**src/include/isdf_defines.svh**
```systemverilog
// Register indices, field positions and reset values of the I2C slave data block.
`ifndef ISDF_DEFINES_SVH
`define ISDF_DEFINES_SVH

`define ISDF_IDX_IRQ_STAT   8'hE0
`define ISDF_IDX_ADDR       8'hE9
`define ISDF_IDX_CTRL       8'hEA
`define ISDF_IDX_FIRST_RX   8'hEB
`define ISDF_IDX_TX_RX2     8'hEC

`define ISDF_BIT_TX_DONE    2
`define ISDF_BIT_RX2        1
`define ISDF_BIT_RX1        0
`define ISDF_EN_LSB         4
`define ISDF_ADDR_LSB       1
`define ISDF_ADDR_EN_BIT    0

`define ISDF_RST_FLAGS      3'h4
`define ISDF_RST_EN         3'h0
`define ISDF_RST_IRQ        3'h0
`define ISDF_RST_ADDR       8'h64
`define ISDF_RST_BYTE       8'h00
`define ISDF_LAST_BIT       3'h7

`endif

```
**src/include/isdf_pkg.sv**
```systemverilog
// Types shared by the I2C slave data block.
package isdf_pkg;
  typedef enum logic [2:0] {
    ISDF_IDLE = 3'h0,
    ISDF_ADDR = 3'h1,
    ISDF_AACK = 3'h3,
    ISDF_RX   = 3'h2,
    ISDF_RACK = 3'h6,
    ISDF_TX   = 3'h7,
    ISDF_TACK = 3'h5
  } isdf_state_t;
endpackage

```
**src/verilog/isdf_top.sv**
```systemverilog
// I2C slave data path: receive and transmit byte registers, completion flags and Wishbone registers.
// Functional notes
// - Finishing a byte sent to the master sets the transmit-done flag, which resets to 1 and clears on a write of 0.
// - Filling the second receive byte sets the second-byte flag, which resets to 0 and clears only on a write of 0.
// - Filling the first receive byte sets the first-byte flag, which resets to 0 and clears on a write of 0.
// - The first received byte is readable by software and writes to it change nothing.
// - A read of the shared data register returns the second received byte.
// - A write of the shared data register loads the next byte to send and leaves the read value alone.
// - Each completion event sets a sticky status bit, which raises an interrupt only while its enable bit is 1.
`timescale 1ns/100ps
`include "isdf_defines.svh"

module isdf_top (
  input  wire logic        CORE_CLK,
  input  wire logic        SRST,
  input  wire logic        WB_CYC_I,
  input  wire logic        WB_STB_I,
  input  wire logic        WB_WE_I,
  input  wire logic [9:0]  WB_ADR_I,
  input  wire logic [3:0]  WB_SEL_I,
  input  wire logic [31:0] WB_DAT_I,
  output logic      [31:0] WB_DAT_O,
  output logic             WB_ACK_O,
  output logic             IRQ,
  input  wire logic        SCL_I,
  input  wire logic        SDA_I,
  output logic             SDA_O,
  output logic             SDA_OE
);
  import isdf_pkg::*;

  // ****************************************
  // Wishbone slave
  // ****************************************
  logic                    ack_q;
  logic [31:0]             rdat_q;
  logic                    acc;
  logic                    wr_acc;
  logic                    rd_acc;

  function automatic logic hit(input logic [9:0] adr, input logic [7:0] index);
    hit = (adr == {index, 2'b00});
  endfunction
  assign acc    = WB_CYC_I && WB_STB_I && ack_q;
  assign wr_acc = acc && WB_WE_I && WB_SEL_I[0];
  assign rd_acc = acc && !WB_WE_I;
  assign WB_ACK_O = ack_q;
  assign WB_DAT_O = rdat_q;
  assign SDA_O    = 1'b0;

  always_ff @(posedge CORE_CLK) begin
    if (SRST) begin
      ack_q <= 1'b0;
    end else begin
      ack_q <= WB_CYC_I && WB_STB_I && !ack_q;
    end
  end

  // ****************************************
  // Registers
  // ****************************************
  logic [2:0]              flags_q;
  logic [2:0]              en_q;
  logic [2:0]              irq_q;
  logic [7:0]              addr_q;
  logic [7:0]              first_q;
  logic [7:0]              second_q;
  logic [7:0]              tx_q;
  logic [2:0]              ev;
  logic [7:0]              rx_byte;
  logic                    ctrl_wr;
  logic [2:0]              flags_d;

  assign ctrl_wr = wr_acc && hit(WB_ADR_I, `ISDF_IDX_CTRL);
  always_comb begin
    flags_d = flags_q;
    if (ctrl_wr) begin
      flags_d = flags_q & WB_DAT_I[2:0];
    end
    flags_d = flags_d | ev;
  end

  always_ff @(posedge CORE_CLK) begin
    if (SRST) begin
      flags_q <= `ISDF_RST_FLAGS;
    end else begin
      flags_q <= flags_d;
    end
  end

  always_ff @(posedge CORE_CLK) begin
    if (SRST) begin
      en_q   <= `ISDF_RST_EN;
      addr_q <= `ISDF_RST_ADDR;
    end else begin
      if (ctrl_wr) begin
        en_q <= WB_DAT_I[`ISDF_EN_LSB +: 3];
      end
      if (wr_acc && hit(WB_ADR_I, `ISDF_IDX_ADDR)) begin
        addr_q <= WB_DAT_I[7:0];
      end
    end
  end

  always_ff @(posedge CORE_CLK) begin
    if (SRST) begin
      tx_q <= `ISDF_RST_BYTE;
    end else if (wr_acc && hit(WB_ADR_I, `ISDF_IDX_TX_RX2)) begin
      tx_q <= WB_DAT_I[7:0];
    end
  end
  // Sticky status; a read clears only the bits it returned, so a later event waits for the next read.
  always_ff @(posedge CORE_CLK) begin
    if (SRST) begin
      irq_q <= `ISDF_RST_IRQ;
    end else begin
      irq_q <= (irq_q & ~((rd_acc && hit(WB_ADR_I, `ISDF_IDX_IRQ_STAT)) ? rdat_q[2:0] : 3'h0)) | ev;
    end
  end

  always_ff @(posedge CORE_CLK) begin
    if (SRST) begin
      IRQ <= 1'b0;
    end else begin
      IRQ <= |(irq_q & en_q);
    end
  end

  always_ff @(posedge CORE_CLK) begin
    if (SRST) begin
      rdat_q <= 32'h0000_0000;
    end else begin
      rdat_q <= 32'h0000_0000;
      if (WB_CYC_I && WB_STB_I && !ack_q && !WB_WE_I) begin
        if (hit(WB_ADR_I, `ISDF_IDX_IRQ_STAT)) begin
          rdat_q[2:0] <= irq_q;
        end else if (hit(WB_ADR_I, `ISDF_IDX_ADDR)) begin
          rdat_q[7:0] <= addr_q;
        end else if (hit(WB_ADR_I, `ISDF_IDX_CTRL)) begin
          rdat_q[7:0] <= {1'b0, en_q, 1'b0, flags_q};
        end else if (hit(WB_ADR_I, `ISDF_IDX_FIRST_RX)) begin
          rdat_q[7:0] <= first_q;
        end else if (hit(WB_ADR_I, `ISDF_IDX_TX_RX2)) begin
          rdat_q[7:0] <= second_q;
        end
      end
    end
  end

  // ****************************************
  // Link sampling
  // ****************************************
  logic [1:0]              scl_s;
  logic [1:0]              sda_s;
  logic                    scl_p;
  logic                    sda_p;
  logic                    scl_rise;
  logic                    scl_fall;
  logic                    start_c;
  logic                    stop_c;

  always_ff @(posedge CORE_CLK) begin
    if (SRST) begin
      scl_s <= 2'b11;
      sda_s <= 2'b11;
      scl_p <= 1'b1;
      sda_p <= 1'b1;
    end else begin
      scl_s <= {scl_s[0], SCL_I};
      sda_s <= {sda_s[0], SDA_I};
      scl_p <= scl_s[1];
      sda_p <= sda_s[1];
    end
  end

  assign scl_rise = scl_s[1] && !scl_p;
  assign scl_fall = !scl_s[1] && scl_p;
  assign start_c  = scl_s[1] && scl_p && sda_p && !sda_s[1];
  assign stop_c   = scl_s[1] && scl_p && !sda_p && sda_s[1];

  // ****************************************
  // Byte engine
  // ****************************************
  isdf_state_t             st_q;
  logic [2:0]              cnt_q;
  logic [7:0]              sh_q;
  logic                    rw_q;
  logic                    phase_q;
  logic                    second_next_q;
  logic                    nack_q;

  assign rx_byte = {sh_q[6:0], sda_s[1]};
  always_ff @(posedge CORE_CLK) begin
    if (SRST) begin
      st_q          <= ISDF_IDLE;
      cnt_q         <= 3'h0;
      sh_q          <= 8'h00;
      rw_q          <= 1'b0;
      phase_q       <= 1'b0;
      second_next_q <= 1'b0;
      nack_q        <= 1'b0;
      SDA_OE        <= 1'b0;
    end else if (!addr_q[`ISDF_ADDR_EN_BIT] || stop_c) begin
      st_q   <= ISDF_IDLE;
      SDA_OE <= 1'b0;
    end else if (start_c) begin
      st_q          <= ISDF_ADDR;
      cnt_q         <= 3'h0;
      phase_q       <= 1'b0;
      second_next_q <= 1'b0;
      SDA_OE        <= 1'b0;
    end else begin
      case (st_q)
        ISDF_ADDR: begin
          if (scl_rise) begin
            sh_q  <= rx_byte;
            cnt_q <= cnt_q + 3'h1;
            if (cnt_q == `ISDF_LAST_BIT) begin
              rw_q <= sda_s[1];
              st_q <= (sh_q[6:0] == addr_q[7:`ISDF_ADDR_LSB]) ? ISDF_AACK : ISDF_IDLE;
            end
          end
        end
        ISDF_AACK, ISDF_RACK: begin
          // The ack bit spans one full low-high-low period of the clock.
          if (scl_fall) begin
            phase_q <= !phase_q;
            if (!phase_q) begin
              SDA_OE <= 1'b1;
            end else if (rw_q) begin
              st_q   <= ISDF_TX;
              sh_q   <= tx_q;
              SDA_OE <= !tx_q[7];
            end else begin
              st_q   <= ISDF_RX;
              SDA_OE <= 1'b0;
            end
          end
        end
        ISDF_RX: begin
          if (scl_rise) begin
            sh_q  <= rx_byte;
            cnt_q <= cnt_q + 3'h1;
            if (cnt_q == `ISDF_LAST_BIT) begin
              st_q          <= ISDF_RACK;
              second_next_q <= !second_next_q;
            end
          end
        end
        ISDF_TX: begin
          if (scl_rise) begin
            cnt_q <= cnt_q + 3'h1;
            if (cnt_q == `ISDF_LAST_BIT) begin
              st_q    <= ISDF_TACK;
              phase_q <= 1'b0;
            end
          end else if (scl_fall) begin
            sh_q   <= {sh_q[6:0], 1'b0};
            SDA_OE <= !sh_q[6];
          end
        end
        ISDF_TACK: begin
          if (scl_fall && !phase_q) begin
            phase_q <= 1'b1;
            SDA_OE  <= 1'b0;
          end else if (scl_rise && phase_q) begin
            nack_q <= sda_s[1];
          end else if (scl_fall && phase_q) begin
            phase_q <= 1'b0;
            if (nack_q) begin
              st_q <= ISDF_IDLE;
            end else begin
              st_q   <= ISDF_TX;
              sh_q   <= tx_q;
              SDA_OE <= !tx_q[7];
            end
          end
        end
        default: begin
          st_q   <= ISDF_IDLE;
          SDA_OE <= 1'b0;
        end
      endcase
    end
  end
  always_comb begin
    ev = 3'h0;
    if (!stop_c && !start_c && addr_q[`ISDF_ADDR_EN_BIT] && scl_rise && cnt_q == `ISDF_LAST_BIT) begin
      ev[`ISDF_BIT_TX_DONE] = (st_q == ISDF_TX);
      ev[`ISDF_BIT_RX2]     = (st_q == ISDF_RX) && second_next_q;
      ev[`ISDF_BIT_RX1]     = (st_q == ISDF_RX) && !second_next_q;
    end
  end

  always_ff @(posedge CORE_CLK) begin
    if (SRST) begin
      first_q  <= `ISDF_RST_BYTE;
      second_q <= `ISDF_RST_BYTE;
    end else begin
      if (ev[`ISDF_BIT_RX1]) begin
        first_q <= rx_byte;
      end
      if (ev[`ISDF_BIT_RX2]) begin
        second_q <= rx_byte;
      end
    end
  end
endmodule

```
**config.mk**
```make
export PLATFORM = sky130hd
export DESIGN_NAME = isdf_top
export DESIGN_NICKNAME = d
export VERILOG_FILES = /design/src/include/isdf_pkg.sv /design/src/verilog/isdf_top.sv
export VERILOG_INCLUDE_DIRS = /design/src /design/src/include
export SDC_FILE = /design/constraint.sdc
export NUM_CORES = 1
export LEC_CHECK = 0
export BUFFER_PORTS_ARGS = -buffer_cell sky130_fd_sc_hd__buf_4
export CAP_MARGIN = 20
export CORE_MARGIN = 2
export CORE_UTILIZATION = 54
export DETAILED_ROUTE_END_ITERATION = 16
export PLACE_DENSITY = 0.91
export SLEW_MARGIN = 20
export SYNTH_ARGS = -nofsm -noshare
export SYNTH_HDL_FRONTEND = slang
export SYNTH_SLANG_ARGS = --single-unit
```
**constraint.sdc**
```tcl
create_clock -name CORE_CLK -period 2.2 [get_ports CORE_CLK]
set_input_delay 0.33 -clock CORE_CLK [delete_from_list [all_inputs] [get_ports CORE_CLK]]
set_output_delay 0.33 -clock CORE_CLK [all_outputs]
set_load 0.05 [all_outputs]
```
# ---- Word-level counts from Yosys, hierarchy flattened
# Index checks and enable logic that the tools add are counted.
dict set report word_totals {
  word_cells 206
  ff_bits 99
  ram_bits 0
  out_inout_bits 36
  n_memories 0
  latch_bits 0
  rom_bits 0
  input_bits 53
}
dict set report classes {
  bitwise_logic 11
  eq_ne 45
  n_reduce_logical 64
  n_lt_le_gt_ge 0
  n_addsub 1
  mul 0
  n_div 0
  n_mux 60
  shifts 0
}
# op count
set op_table {}
lappend op_table {{$mux 7} 10}
lappend op_table {{$mux 3} 20}
lappend op_table {{$eq 10x10->1 const B} 5}
lappend op_table {{$ne 3x3->1 const B} 14}
lappend op_table {{$mux 8} 4}
lappend op_table {{$ne 2x2->1 const B} 15}
lappend op_table {{$pmux 7 s4} 1}
lappend op_table {{$logic_and 1x1->1} 27}
lappend op_table {{$reduce_and 11->1} 2}
lappend op_table {{$mux 1} 21}
lappend op_table {{$pmux 3 s5} 1}
lappend op_table {{$reduce_and 7->1} 2}
lappend op_table {{$logic_not 1->1} 13}
lappend op_table {{$reduce_and 13->1} 1}
lappend op_table {{$eq 3x3->1 const B} 4}
lappend op_table {{$reduce_or 3->1} 4}
lappend op_table {{$reduce_and 5->1} 2}
lappend op_table {{$and 3x3->3} 3}
lappend op_table {{$ne 4x4->1 const B} 2}
lappend op_table {{$reduce_bool 2->1} 4}
lappend op_table {{$reduce_bool 4->1} 2}
lappend op_table {{$reduce_or 2->1} 4}
lappend op_table {{$eq 7x7->1} 1}
lappend op_table {{$eq 3x2->1 const B} 2}
lappend op_table {{12 further kinds} 17}

# ---- Longest topological paths before layout
# Gate-level depths: netlist (run 1).
dict set report depth {
  ltp_word 10
  depth_mapped 8
  ltp_nobuf 7
}

# ---- Least setup slack after synthesis (run 1)
# Ideal clock, no wire load.
dict set report synth_timing {
  path_kind {input port to flip-flop}
  start {input WB_ADR_I[6]}
  end {register addr_q[5]}
  n_path_buf 1
  t_required_ns 2.080
  cell_stages 6
  setup_slack_ns 0.183
  setup_time_ns 0.120
  arrival_time_ns 1.898
  cell_sequence {or4b_4 > or2_4 > nor4_4 > buf_6 > nor2b_1 > a211o_1}
}
dict set report synth_between {
  elab_chain_cells 2
}
# item line
set synth_lines {}
lappend synth_lines {{start: declaration} isdf_top.sv:19} ;# input wire logic [9:0] WB_ADR_I,
lappend synth_lines {{$eq 10x10->1} isdf_top.sv:42} ;# hit = (adr == {index, 2'b00});
lappend synth_lines {{$logic_and 1x1->1} isdf_top.sv:99} ;# if (wr_acc && hit(WB_ADR_I, `ISDF_IDX_ADDR)) begin
lappend synth_lines {{end signal: assignment} isdf_top.sv:94} ;# addr_q <= `ISDF_RST_ADDR;
lappend synth_lines {{end signal: assignment} isdf_top.sv:100} ;# addr_q <= WB_DAT_I[7:0];
lappend synth_lines {{end: declaration} isdf_top.sv:65} ;# logic [7:0] addr_q;
# Every way passes these cells.
# A chain may end at the register's enable or synchronous reset.

# ---- Final worst setup path (run 1)
dict set report layout_timing {
  start {register cnt_q[0]}
  end {register first_q[1]}
}
dict set report layout_between {
  elab_chain_cells 3
}
# item line
set layout_lines {}
lappend layout_lines {{start: declaration} isdf_top.sv:185} ;# logic [2:0] cnt_q;
lappend layout_lines {{start signal: assignment} isdf_top.sv:217} ;# cnt_q <= cnt_q + 3'h1;
lappend layout_lines {{start signal: assignment} isdf_top.sv:243} ;# cnt_q <= cnt_q + 3'h1;
lappend layout_lines {{start signal: assignment} isdf_top.sv:252} ;# cnt_q <= cnt_q + 3'h1;
lappend layout_lines {{$eq 3x3->1 (no source line)} --}
lappend layout_lines {{$logic_and 1x1->1 (no source line)} --}
lappend layout_lines {{$mux 3} isdf_top.sv:288} ;# if (!stop_c && !start_c && addr_q[`ISDF_ADDR_EN_BIT] && scl_rise && cnt_q == `ISDF_LAST_BIT) begin
lappend layout_lines {{end signal: assignment} isdf_top.sv:297} ;# first_q <= `ISDF_RST_BYTE;
lappend layout_lines {{end signal: assignment} isdf_top.sv:301} ;# first_q <= rx_byte;
lappend layout_lines {{end: declaration} isdf_top.sv:66} ;# logic [7:0] first_q;
# Every way passes these cells.

==> results of run 1 <==
state kept, by name (all words and copies together), names as in the netlist, 2 cells and up:
name and flops:
en_q 3, WB_DAT_O 8, st_q 3, sda_s 2, scl_s 2, flags_q 3, addr_q 8, first_q 8
second_q 8, sh_q 7, tx_q 8, cnt_q 3, irq_q 3
path summary, 6_finish.rpt:
| kind | slack (ns) | to |
|---|---|---|
| worst max register to register | 0.17 | first_q[1] |
| worst max-delay path | 0.17 | first_q[1] |
| worst min-delay path | 0.15 | scl_s[0] |
| worst min register to register | 0.42 | scl_s[1] |
cell families (layout without fill, tap and decap cells):
logic type,after synthesis,after routing
AND/OR/NAND/NOR,155,155
AO/OA/AOI/OAI,99,99
flip-flops,75,75
buffers and inverters,63,83
multiplexers,43,43
XOR/XNOR,10,10
adder cells (fa/ha/maj),3,3
other,1,25
critical path: cells and delay by family, from the launching register on:
kind / cells / cell delay (ns)
flip-flops: 1 / 0.35
multiplexers: 1 / 0.28
AND/OR/NAND/NOR: 4 / 0.62
adder cells (fa/ha/maj): 2 / 0.43
buffers and inverters: 1 / 0.22
per-stage QoR:
stage | instances | hold WS [ns] | worst slack (ns) | power, uW
floorplan | 473 | 0.389 | 0.183 | 1590
global placement | 576 | 0.393 | 0.0210 | 1610
detailed placement | 576 | 0.398 | -0.0181 | 1610
CTS | 592 | 0.149 | 0.0753 | 2810
global route | 592 | 0.152 | 0.0475 | 2870
finish | 592 | 0.154 | 0.172 | 2800
Yosys cell counts, drive strengths merged, types with 4 or more instances:
| cell | instances | area (sq um) |
|---|---|---|
| and2 | 4 | 25.0 |
| nand4 | 4 | 25.0 |
| or4 | 5 | 37.5 |
| nor2b | 10 | 62.6 |
| buf | 34 | 236 |
| o21ai | 27 | 135 |
| a211o | 6 | 55.1 |
| or2 | 10 | 65.1 |
| nor2 | 51 | 194 |
| nand2 | 20 | 75.1 |
| a21oi | 29 | 149 |
| dfxtp | 75 | 1500 |
| a222oi | 4 | 40.0 |
| clkbuf | 21 | 80.1 |
| or3 | 6 | 37.5 |
| a22o | 6 | 52.6 |
| xnor2 | 10 | 87.6 |
| and3b | 5 | 43.8 |
| nand3 | 7 | 35.0 |
| nor4 | 4 | 40.0 |
| mux2i | 43 | 430 |
| nand2b | 11 | 68.8 |
| inv | 8 | 30.0 |
per-layer routing:
metal | GRT usage | wire length (um) | vias up
met5 | 0 | 0 | -
met4 | 0.103 | 198 | 0
met3 | 0.0295 | 715 | 18
met2 | 0.388 | 4510 | 171
met1 | 0.324 | 4110 | 1618
li1 | - | - | 1630
power groups by stage:
stage	Sequential, uW	Combinational (uW)	Clock (uW)
finish	1370	213	1220
global route	1370	228	1270
CTS	1370	211	1230
detailed placement	1400	210	0
global placement	1400	208	0
floorplan	1400	190	0
layout make-up:
| type | instances | area share |
|---|---|---|
| multi-input combinational | 335 | 0.479 |
| tap | 99 | 0.0276 |
| sequential | 75 | 0.335 |
| clock buffer | 9 | 0.0276 |
| timing repair buffer | 59 | 0.101 |
| inverter | 8 | 0.00668 |
| clock inverter | 7 | 0.0234 |
==> impl_metrics.py, run 1 <==
metrics = {
    "drt": {
        "initialDrtViolationCount": 381,
        "drc": 0,
        "drt-total-wl_mm": 9.54,
        "drtAntennaViolNets": 0,
        "first_pass_iters": 5,
        "vias": 3437,
        "wl_per_cell_um": 16.1,
        "via_per_inst": 5.81,
    },
    "setup_path": {
        "critPathMaxStageDelay_ns": 0.35,
        "cp-startpoint": "cnt_q[0]",
        "worst_setup_path_start_kind": "register",
        "crit_chain": "ha_1 -> ha_1 -> and4b_1 -> nand3_1 -> nor2_2 -> buf_4 -> mux2i_1 -> nor2_1",
        "reg2reg_from": "cnt_q[0]",
        "critical_path_arrival_ns": 2.25,
        "cp-end-kind": "register",
        "crit_required_ns": 2.43,
        "cpMostUsedCell": "ha_1",
        "cp_max_fo": 10,
        "cp_slowest_cell": "dfxtp_1",
        "crit_type": "register to register",
        "reg2regPathDepth": 8,
    },
    "timing": {
        "fin_crit_ns": 2.03,
        "fin_crit_sh": 0.922,
        "worst_pin_slew_ns": 0.603,
        "fmax_mhz": 493,
        "finalSetupTns_ns": 0,
        "setup_viol": 0,
        "hold_violations": 0,
        "fin_worst_skew_ns": 0.0128,
        "relSlewSlack": 0.594,
        "slew_violations": 0,
        "grt_setup_unrepaired": "false",
    },
    "worst_hold_path": {
        "holdCritPathClass": "primary input to register",
        "hold_start": "SCL_I",
        "holdPathStages": 2,
    },
    "synthesis": {
        "async_flop_share": 0,
        "synthMuxAreaShare": 0.110,
        "synth_compound_area_frac": 0.167,
        "synthFlopType": "dfxtp_1",
        "synthAdderAreaFrac": 0.00896,
        "synth_xor_area_frac": 0.0224,
        "synth_edf_count": 0,
        "synth_area_sq_um": 3910,
        "synthSimpleGateAreaFrac": 0.218,
        "synth.ff_latch_count": 75,
        "yosys_warnings": 0,
        "netlist_instances": 449,
        "yosysSeqAreaShare": 0.384,
        "syn_avg_cell_area_sq_um": 8.71,
        "synth.distinct_cells": 63,
        "synth_top_family_by_area": "simple AND/OR/NAND/NOR gates",
    },
    "finish": {
        "n_antenna_cell": 0,
        "fill_cells": 568,
        "utilization": 0.630,
        "mostFrequentLayoutCell": "dfxtp_1",
        "multi_input_area_sq_um": 2150,
        "layout-area-overhead-vs-synth_pct": 14.9,
        "register_area_sq_um": 1500,
        "drive_gt1_frac": 0.193,
        "layout_common_cells": "73 x dfxtp_1, 58 x buf_4, 50 x nor2_1",
        "fin_nets": 543,
        "design_area_sq_um": 4500,
    },
    "global_route": {
        "grt_pass1_vias": 3140,
        "grtUsageTotal": 0.240,
        "antenna_found_initial": 0,
        "grt_pass1_wl_mm": 14.9,
        "grt_max_degree": 55,
        "gr-total-overflow": 0,
    },
    "die": {
        "placementRows": 31,
        "die-area_sq_um": 7940,
        "die_w_um": 89.1,
        "die_h_um": 89.1,
        "start_util": 0.548,
        "fp.coreArea_sq_um": 7140,
        "io_pins": 89,
    },
    "placement": {
        "place_area_sq_um": 4260,
        "gp_congestion": 0.932,
        "numPortBuffers": 36,
        "hpwlAfterDp_mm": 6.77,
    },
    "power_and_ir_drop": {
        "powerDensity_nw_per_um2": 623,
        "pwr-share-clk": 0.435,
        "sw_frac_of_total": 0.260,
        "pwr-share-comb": 0.076,
        "p_int_uw": 2070,
        "ir_drop_mv": 0.431,
        "leakagePower_uw": 0.00175,
        "switching_power_uw": 729,
        "seq_power_share": 0.489,
    },
    "cts": {
        "h-tree-depth": 3,
        "clk_pin_slew_ns": 0.08,
        "cts_root_buffer": "clkbuf_8",
        "cts_setup_buffers": 0,
        "clk_path_buf_depth": 2,
        "ctsHoldBuffers": 0,
        "ctsResizeCount": 0,
        "tritoncts": "built",
        "numCtsBuffers": 9,
        "clock-sinks": 75,
        "clock_latency_ns": 0.36,
    },
    "run_status": {
        "status": "complete, no violations",
    },
    "job": {
        "cap_violations": 0,
    },
}
Power figures use the tool's default switching activity.
==> inputs of run 2 (changes only) <==
BUFFER_PORTS_ARGS = default   (was -buffer_cell sky130_fd_sc_hd__buf_4)
CORE_UTILIZATION = 63   (was 54)
CTS_CLUSTER_SIZE = 20   (was default)
DONT_BUFFER_PORTS = 1   (was default)
PLACE_DENSITY = 0.9   (was 0.91)
==> run 2 against run 1 <==
Cell area fell by 8.4%. Clock-buffer cell count rose by 2. Sequential share of layout area rose by 3.0 points. Via count fell by 4.8%. Final cell count fell by 10%. Utilization rose by 6.1 points. Register-to-register slack barely moved. Critical path type unchanged. Largest cell class unchanged. Worst hold slack got worse by 0.11 ns. First-iteration DRC count rose by 11%. Routed wire length fell by 3.6%. Critical path depth fell by 2.
==> impl_metrics.py, run 2 (synthesized netlist as in run 1, its figures left out) <==
metrics = {
    "run_status": {
        "status": "complete, no violations",
    },
    "setup_path": {
        "critical_path_arrival_ns": 2.29,
        "worst_setup_path_start_kind": "register",
        "cp_slowest_cell": "dfxtp_1",
        "reg2reg_slack_ns": 0.18,
        "crit_chain": "and3b_1 -> o21ai_0 -> nand4b_1 -> buf_4 -> or3_1 -> a21oi_1",
        "crit_required_ns": 2.47,
        "crit_type": "register to register",
        "critPathMaxStageDelay_ns": 0.72,
        "path_buf_inv": 1,
        "cp-end-kind": "register",
        "cp_top_family": "simple AND/OR/NAND/NOR gates",
        "cp_max_fo": 20,
    },
    "cts": {
        "clock-sinks": 75,
        "numCtsBuffers": 9,
        "cts_setup_buffers": 0,
        "h-tree-depth": 3,
        "ctsHoldBuffers": 0,
        "cts_root_buffer": "clkbuf_8",
        "clk_path_buf_depth": 2,
        "clk_pin_slew_ns": 0.08,
        "clock_latency_ns": 0.35,
        "ctsResizeCount": 0,
        "tritoncts": "built",
    },
    "timing": {
        "final.setup.worst_slack_ns": 0.183,
        "fin_crit_sh": 0.917,
        "fin_crit_ns": 2.02,
        "worst_pin_slew_ns": 0.615,
        "finalSetupTns_ns": 0,
        "fmax_mhz": 496,
        "hold_violations": 0,
        "setup_viol": 0,
        "slew_violations": 0,
        "fin_worst_skew_ns": 0.00884,
        "relSlewSlack": 0.586,
        "grt_setup_unrepaired": "false",
    },
    "finish": {
        "layout-area-overhead-vs-synth_pct": 5.28,
        "mostFrequentLayoutCell": "dfxtp_1",
        "fin_nets": 505,
        "fill_cells": 451,
        "utilization": 0.691,
        "fin_cells": 530,
        "n_antenna_cell": 0,
        "drive_gt1_frac": 0.116,
        "layout_common_cells": "75 x dfxtp_1, 50 x nor2_1, 43 x mux2i_1",
    },
    "global_route": {
        "grt_pass1_wl_mm": 14.8,
        "grt.met1_usage": 0.383,
        "grt_pass1_vias": 2953,
        "grtUsageTotal": 0.287,
        "antenna_found_initial": 0,
        "gr-total-overflow": 0,
        "met3_usage": 0.0823,
        "grt_use_met2": 0.449,
        "busiest_layer": "met2",
        "grt_max_degree": 69,
    },
    "worst_hold_path": {
        "holdCritPathClass": "primary input to register",
    },
    "placement": {
        "hpwlAfterDp_mm": 6.45,
        "place_inst": 514,
        "gp_congestion": 0.961,
        "numPortBuffers": 0,
        "post-place-ws_ns": 0.0452,
    },
    "die": {
        "start_util": 0.657,
        "die_h_um": 82.8,
        "die_w_um": 82.8,
        "die-area_sq_um": 6850,
        "fp.coreArea_sq_um": 5960,
        "placementRows": 28,
        "io_pins": 89,
    },
    "drt": {
        "drt-total-wl_mm": 9.20,
        "drc": 0,
        "initialDrtViolationCount": 423,
        "via_per_inst": 6.17,
        "first_pass_iters": 5,
        "drtAntennaViolNets": 0,
        "vias": 3271,
        "wl_per_cell_um": 17.4,
    },
    "power_and_ir_drop": {
        "ir_drop_mv": 0.430,
        "leakagePower_uw": 0.00153,
        "p_total_uw": 2440,
        "powerDensity_nw_per_um2": 592,
    },
    "job": {
        "cap_violations": 0,
    },
}
-- run 2: changes by cell type in the layout (fill, tap and decap cells not counted) --
cell and change:
buf_4 -38, bufinv_16 -2, clkbuf_1 +2, dfxtp_1 +2
dfxtp_2 -2, inv_6 -2, clkinv_2 +1, clkinv_4 +1
clkinvlp_4 +1, inv_8 -1
-- run 2: power by group --
part           total, uW  internal [uW]  switching, uW
Sequential          1370           1360           8.39
Clock                925            414            512
Combinational        144           23.9            120
Total               2440           1800            640
-- run 2: worst paths after layout --
path,from,end,cells after the start
worst max register to register,st_q[1],sh_q[2],6
worst max-delay path,st_q[1],sh_q[2],6
worst min-delay path,SRST,addr_q[0],1
worst min register to register,sda_s[0],sda_s[1],1
-- run 2: worst register-to-register path, cell delays in order, from the launching register on --
cell and delay (ns):
dfxtp_1 0.72, and3b_1 0.26, o21ai_0 0.11, nand4b_1 0.12, buf_4 0.19, or3_1 0.37
a21oi_1 0.16
-- run 2: layer usage --
layer / vias to the layer above / share of wire
li1: 1544 / -
met1: 1521 / 0.42
met2: 191 / 0.46
met3: 15 / 0.10
met4: 0 / 0.015
met5: - / 0
-- run 2: metrics by stage --
step | cell area (sq um) | hold WS [ns]
4_1_cts | 4120 | 0.0386
6_report | 4120 | 0.0453
2_1_floorplan | 4000 | 0.389
3_3_place_gp | 3950 | 0.392
5_1_grt | 4120 | 0.0250
3_5_place_dp | 3950 | 0.394
-- run 2: area by class of cell --
type / count / area, sq um / area share
Clock buffer: 11 / 131 / 0.0319
Clock inverter: 5 / 37.5 / 0.00912
Inverter: 8 / 30.0 / 0.00729
Multi-Input combinational cell: 335 / 2150 / 0.523
Sequential cell: 75 / 1500 / 0.365
Tap cell: 75 / 93.8 / 0.0228
Timing Repair Buffer: 21 / 170 / 0.0413
==> inputs of run 3 (changes only) <==
ABC_AREA = 1   (was default)
CAP_MARGIN = default   (was 20)
CORE_ASPECT_RATIO = 1.5   (was default)
CORE_UTILIZATION = 64   (was 63)
PLACE_DENSITY = 0.91   (was 0.9)
==> run 3 against run 2 <==
First-iteration DRC count fell by 31%. Die area rose by 5.2%. Cell area rose by 6.0%. Utilization fell by 0.87 points. Clock power rose by 37%. Power rose by 15%. Clock skew rose by 0.0025 ns. Flip-flop and latch count did not move. Largest power group unchanged.
==> impl_metrics.py, run 3 <==
metrics = {
    "timing": {
        "whs_ns": 0.0300,
        "relSlewSlack": 0.442,
        "fin_worst_skew_ns": 0.0113,
        "slew_violations": 0,
        "finalSetupTns_ns": 0,
        "worst_pin_slew_ns": 0.837,
        "setup_viol": 0,
        "fin_crit_ns": 1.85,
        "hold_violations": 0,
        "fin_crit_sh": 0.841,
        "fmax_mhz": 540,
        "grt_setup_unrepaired": "false",
    },
    "synthesis": {
        "synth_area_leader_cell": "dfxtp_1",
        "synth_top_area_share": 0.359,
        "netlist_instances": 637,
        "synthFlopType": "dfxtp_1",
        "synth_xor_area_frac": 0.0147,
        "synthMuxAreaShare": 0,
        "synth_commonest_cells": "143 x nand2_1, 105 x nor2_1, 75 x dfxtp_1, 69 x inv_1, 52 x nand3_1",
        "syn_avg_cell_area_sq_um": 6.56,
        "synth_top_family_by_area": "simple AND/OR/NAND/NOR gates",
        "synth_edf_count": 0,
        "synth_compound_area_frac": 0.104,
        "yosysMostFrequentCell": "nand2_1",
        "synth_area_leaders": "dfxtp_1 36%, nand2_1 13%, nor2_1 9.4%",
        "yosys_warnings": 0,
        "synth_area_sq_um": 4180,
        "synthAdderAreaFrac": 0.00599,
        "synth.ff_latch_count": 75,
        "synth.distinct_cells": 31,
        "synthSimpleGateAreaFrac": 0.378,
        "yosysSeqAreaShare": 0.359,
        "async_flop_share": 0,
    },
    "setup_path": {
        "reg2regPathDepth": 8,
        "critPathMaxStageDelay_ns": 0.37,
        "crit_chain": "ha_1 -> ha_1 -> inv_1 -> nor3_4 -> nand2_2 -> inv_2 -> nor2_1 -> nor2_1",
        "reg2reg_slack_ns": 0.35,
        "worst_setup_path_start_kind": "register",
        "critical_path_arrival_ns": 2.15,
        "reg2reg_from": "cnt_q[0]",
        "cp_max_fo": 12,
        "crit_required_ns": 2.50,
        "cp-end-kind": "register",
        "crit_type": "register to register",
        "cp_slowest_cell": "nor3_4",
        "rr_endpoint": "first_q[4]",
    },
    "cts": {
        "cts_setup_buffers": 0,
        "clk_path_buf_depth": 2,
        "h-tree-depth": 3,
        "cts_root_buffer": "clkbuf_8",
        "numCtsBuffers": 9,
        "clk_pin_slew_ns": 0.08,
        "clock_latency_ns": 0.36,
        "clock-sinks": 75,
        "tritoncts": "built",
        "ctsHoldBuffers": 0,
        "ctsResizeCount": 0,
    },
    "drt": {
        "wl_per_cell_um": 14.5,
        "drtAntennaViolNets": 0,
        "vias": 3939,
        "drt-total-wl_mm": 10.4,
        "initialDrtViolationCount": 291,
        "drc": 0,
        "first_pass_iters": 5,
        "via_per_inst": 5.49,
    },
    "die": {
        "fp.coreArea_sq_um": 6400,
        "placementRows": 36,
        "die-area_sq_um": 7210,
        "die_h_um": 103,
        "io_pins": 89,
        "die_w_um": 70.0,
        "start_util": 0.654,
    },
    "worst_hold_path": {
        "hold_start": "SRST",
        "holdPathStages": 1,
        "holdCritPathClass": "primary input to register",
        "worstHoldEndpoint": "second_q[1]",
    },
    "global_route": {
        "gr-total-overflow": 0,
        "antenna_found_initial": 0,
        "grt_pass1_wl_mm": 16.3,
        "grtUsageTotal": 0.294,
        "grt_max_degree": 32,
        "grt_pass1_vias": 3714,
    },
    "power_and_ir_drop": {
        "powerDensity_nw_per_um2": 643,
        "p_total_uw": 2810,
        "leakagePower_uw": 0.00198,
        "ir_drop_mv": 0.412,
    },
    "finish": {
        "n_antenna_cell": 0,
        "fill_cells": 559,
        "layout_common_cells": "143 x nand2_1, 105 x nor2_1, 75 x dfxtp_1",
        "mostFrequentLayoutCell": "nand2_1",
        "layout-area-overhead-vs-synth_pct": 4.46,
        "fin_nets": 692,
        "drive_gt1_frac": 0.0919,
        "utilization": 0.683,
        "design_area_sq_um": 4370,
    },
    "placement": {
        "numPortBuffers": 0,
        "gp_congestion": 0.924,
        "hpwlAfterDp_mm": 7.88,
        "place_area_sq_um": 4130,
    },
    "job": {
        "cap_violations": 0,
    },
    "run_status": {
        "status": "complete, no violations",
    },
}
[run 3: cell count changes in the layout (fill, tap and decap cells not counted), moves of 9 or more]
cell	previous run	this run
nand3_1	7	52
nand2_1	20	143
buf_4	20	8
inv_1	8	69
nor2_1	50	105
o21ai_1	0	9
nand2b_1	11	0
mux2i_1	43	0
o21ai_0	27	37
nor2b_1	10	0
[run 3: kinds of logic (layout without fill, tap and decap cells)]
| logic type | after synthesis | count (layout) |
|---|---|---|
| compound gates | 83 | 83 |
| xor+xnor | 7 | 7 |
| fa+ha+maj | 2 | 2 |
| buf+inv | 116 | 97 |
| flops | 75 | 75 |
| other cells | 1 | 25 |
| simple gates | 353 | 353 |
[run 3: critical path, delay by kind of cell (launching register included)]
family	cells	cell delay, ns
adder cells (fa/ha/maj)	2	0.32
buffers and inverters	2	0.34
flip-flops	1	0.36
AND/OR/NAND/NOR	4	0.77
[run 3: stage by stage]
step	setup slack, ns	instances
finish	0.349	718
global route	0.147	718
CTS	0.358	718
detailed placement	0.371	702
global placement	0.440	702
floorplan	0.541	661
[run 3: cell type report]
type | instances | area (sq um) | area share
clock buffers | 9 | 124 | 0.0284
flip-flops and latches | 75 | 1500 | 0.344
inverters | 73 | 274 | 0.0628
well taps | 76 | 95.1 | 0.0218
multi-input cells | 470 | 2200 | 0.503
clock inverters | 7 | 116 | 0.0266
repair buffers | 8 | 60.1 | 0.0138
[run 3: power by group]
group | leakage, uW | internal, uW | switching (uW) | total, uW
Clock | 0.000119 | 750 | 519 | 1270
Sequential | 0.000605 | 1360 | 4.10 | 1370
Combinational | 0.00126 | 24.5 | 148 | 173
[run 3: routing by layer]
metal,part of all wire,wire [um],vias to the layer above,global-route usage
li1,-,-,1960,-
met2,0.54,5580,147,0.553
met3,0.046,476,51,0.0704
met4,0.058,607,0,0.198
met1,0.36,3750,1781,0.282
met5,0,0,-,0
[run 3: worst max-delay path by stage]
stage	start	end	slack [ns]	depth (start not counted)
finish	cnt_q[0]	first_q[4]	0.35	8
global route	cnt_q[0]	first_q[5]	0.15	8
CTS	cnt_q[0]	first_q[4]	0.36	8
detailed placement	cnt_q[0]	first_q[4]	0.37	8
global placement	st_q[0]	sh_q[6]	0.44	9
floorplan	WB_ACK_O	tx_q[6]	0.54	6
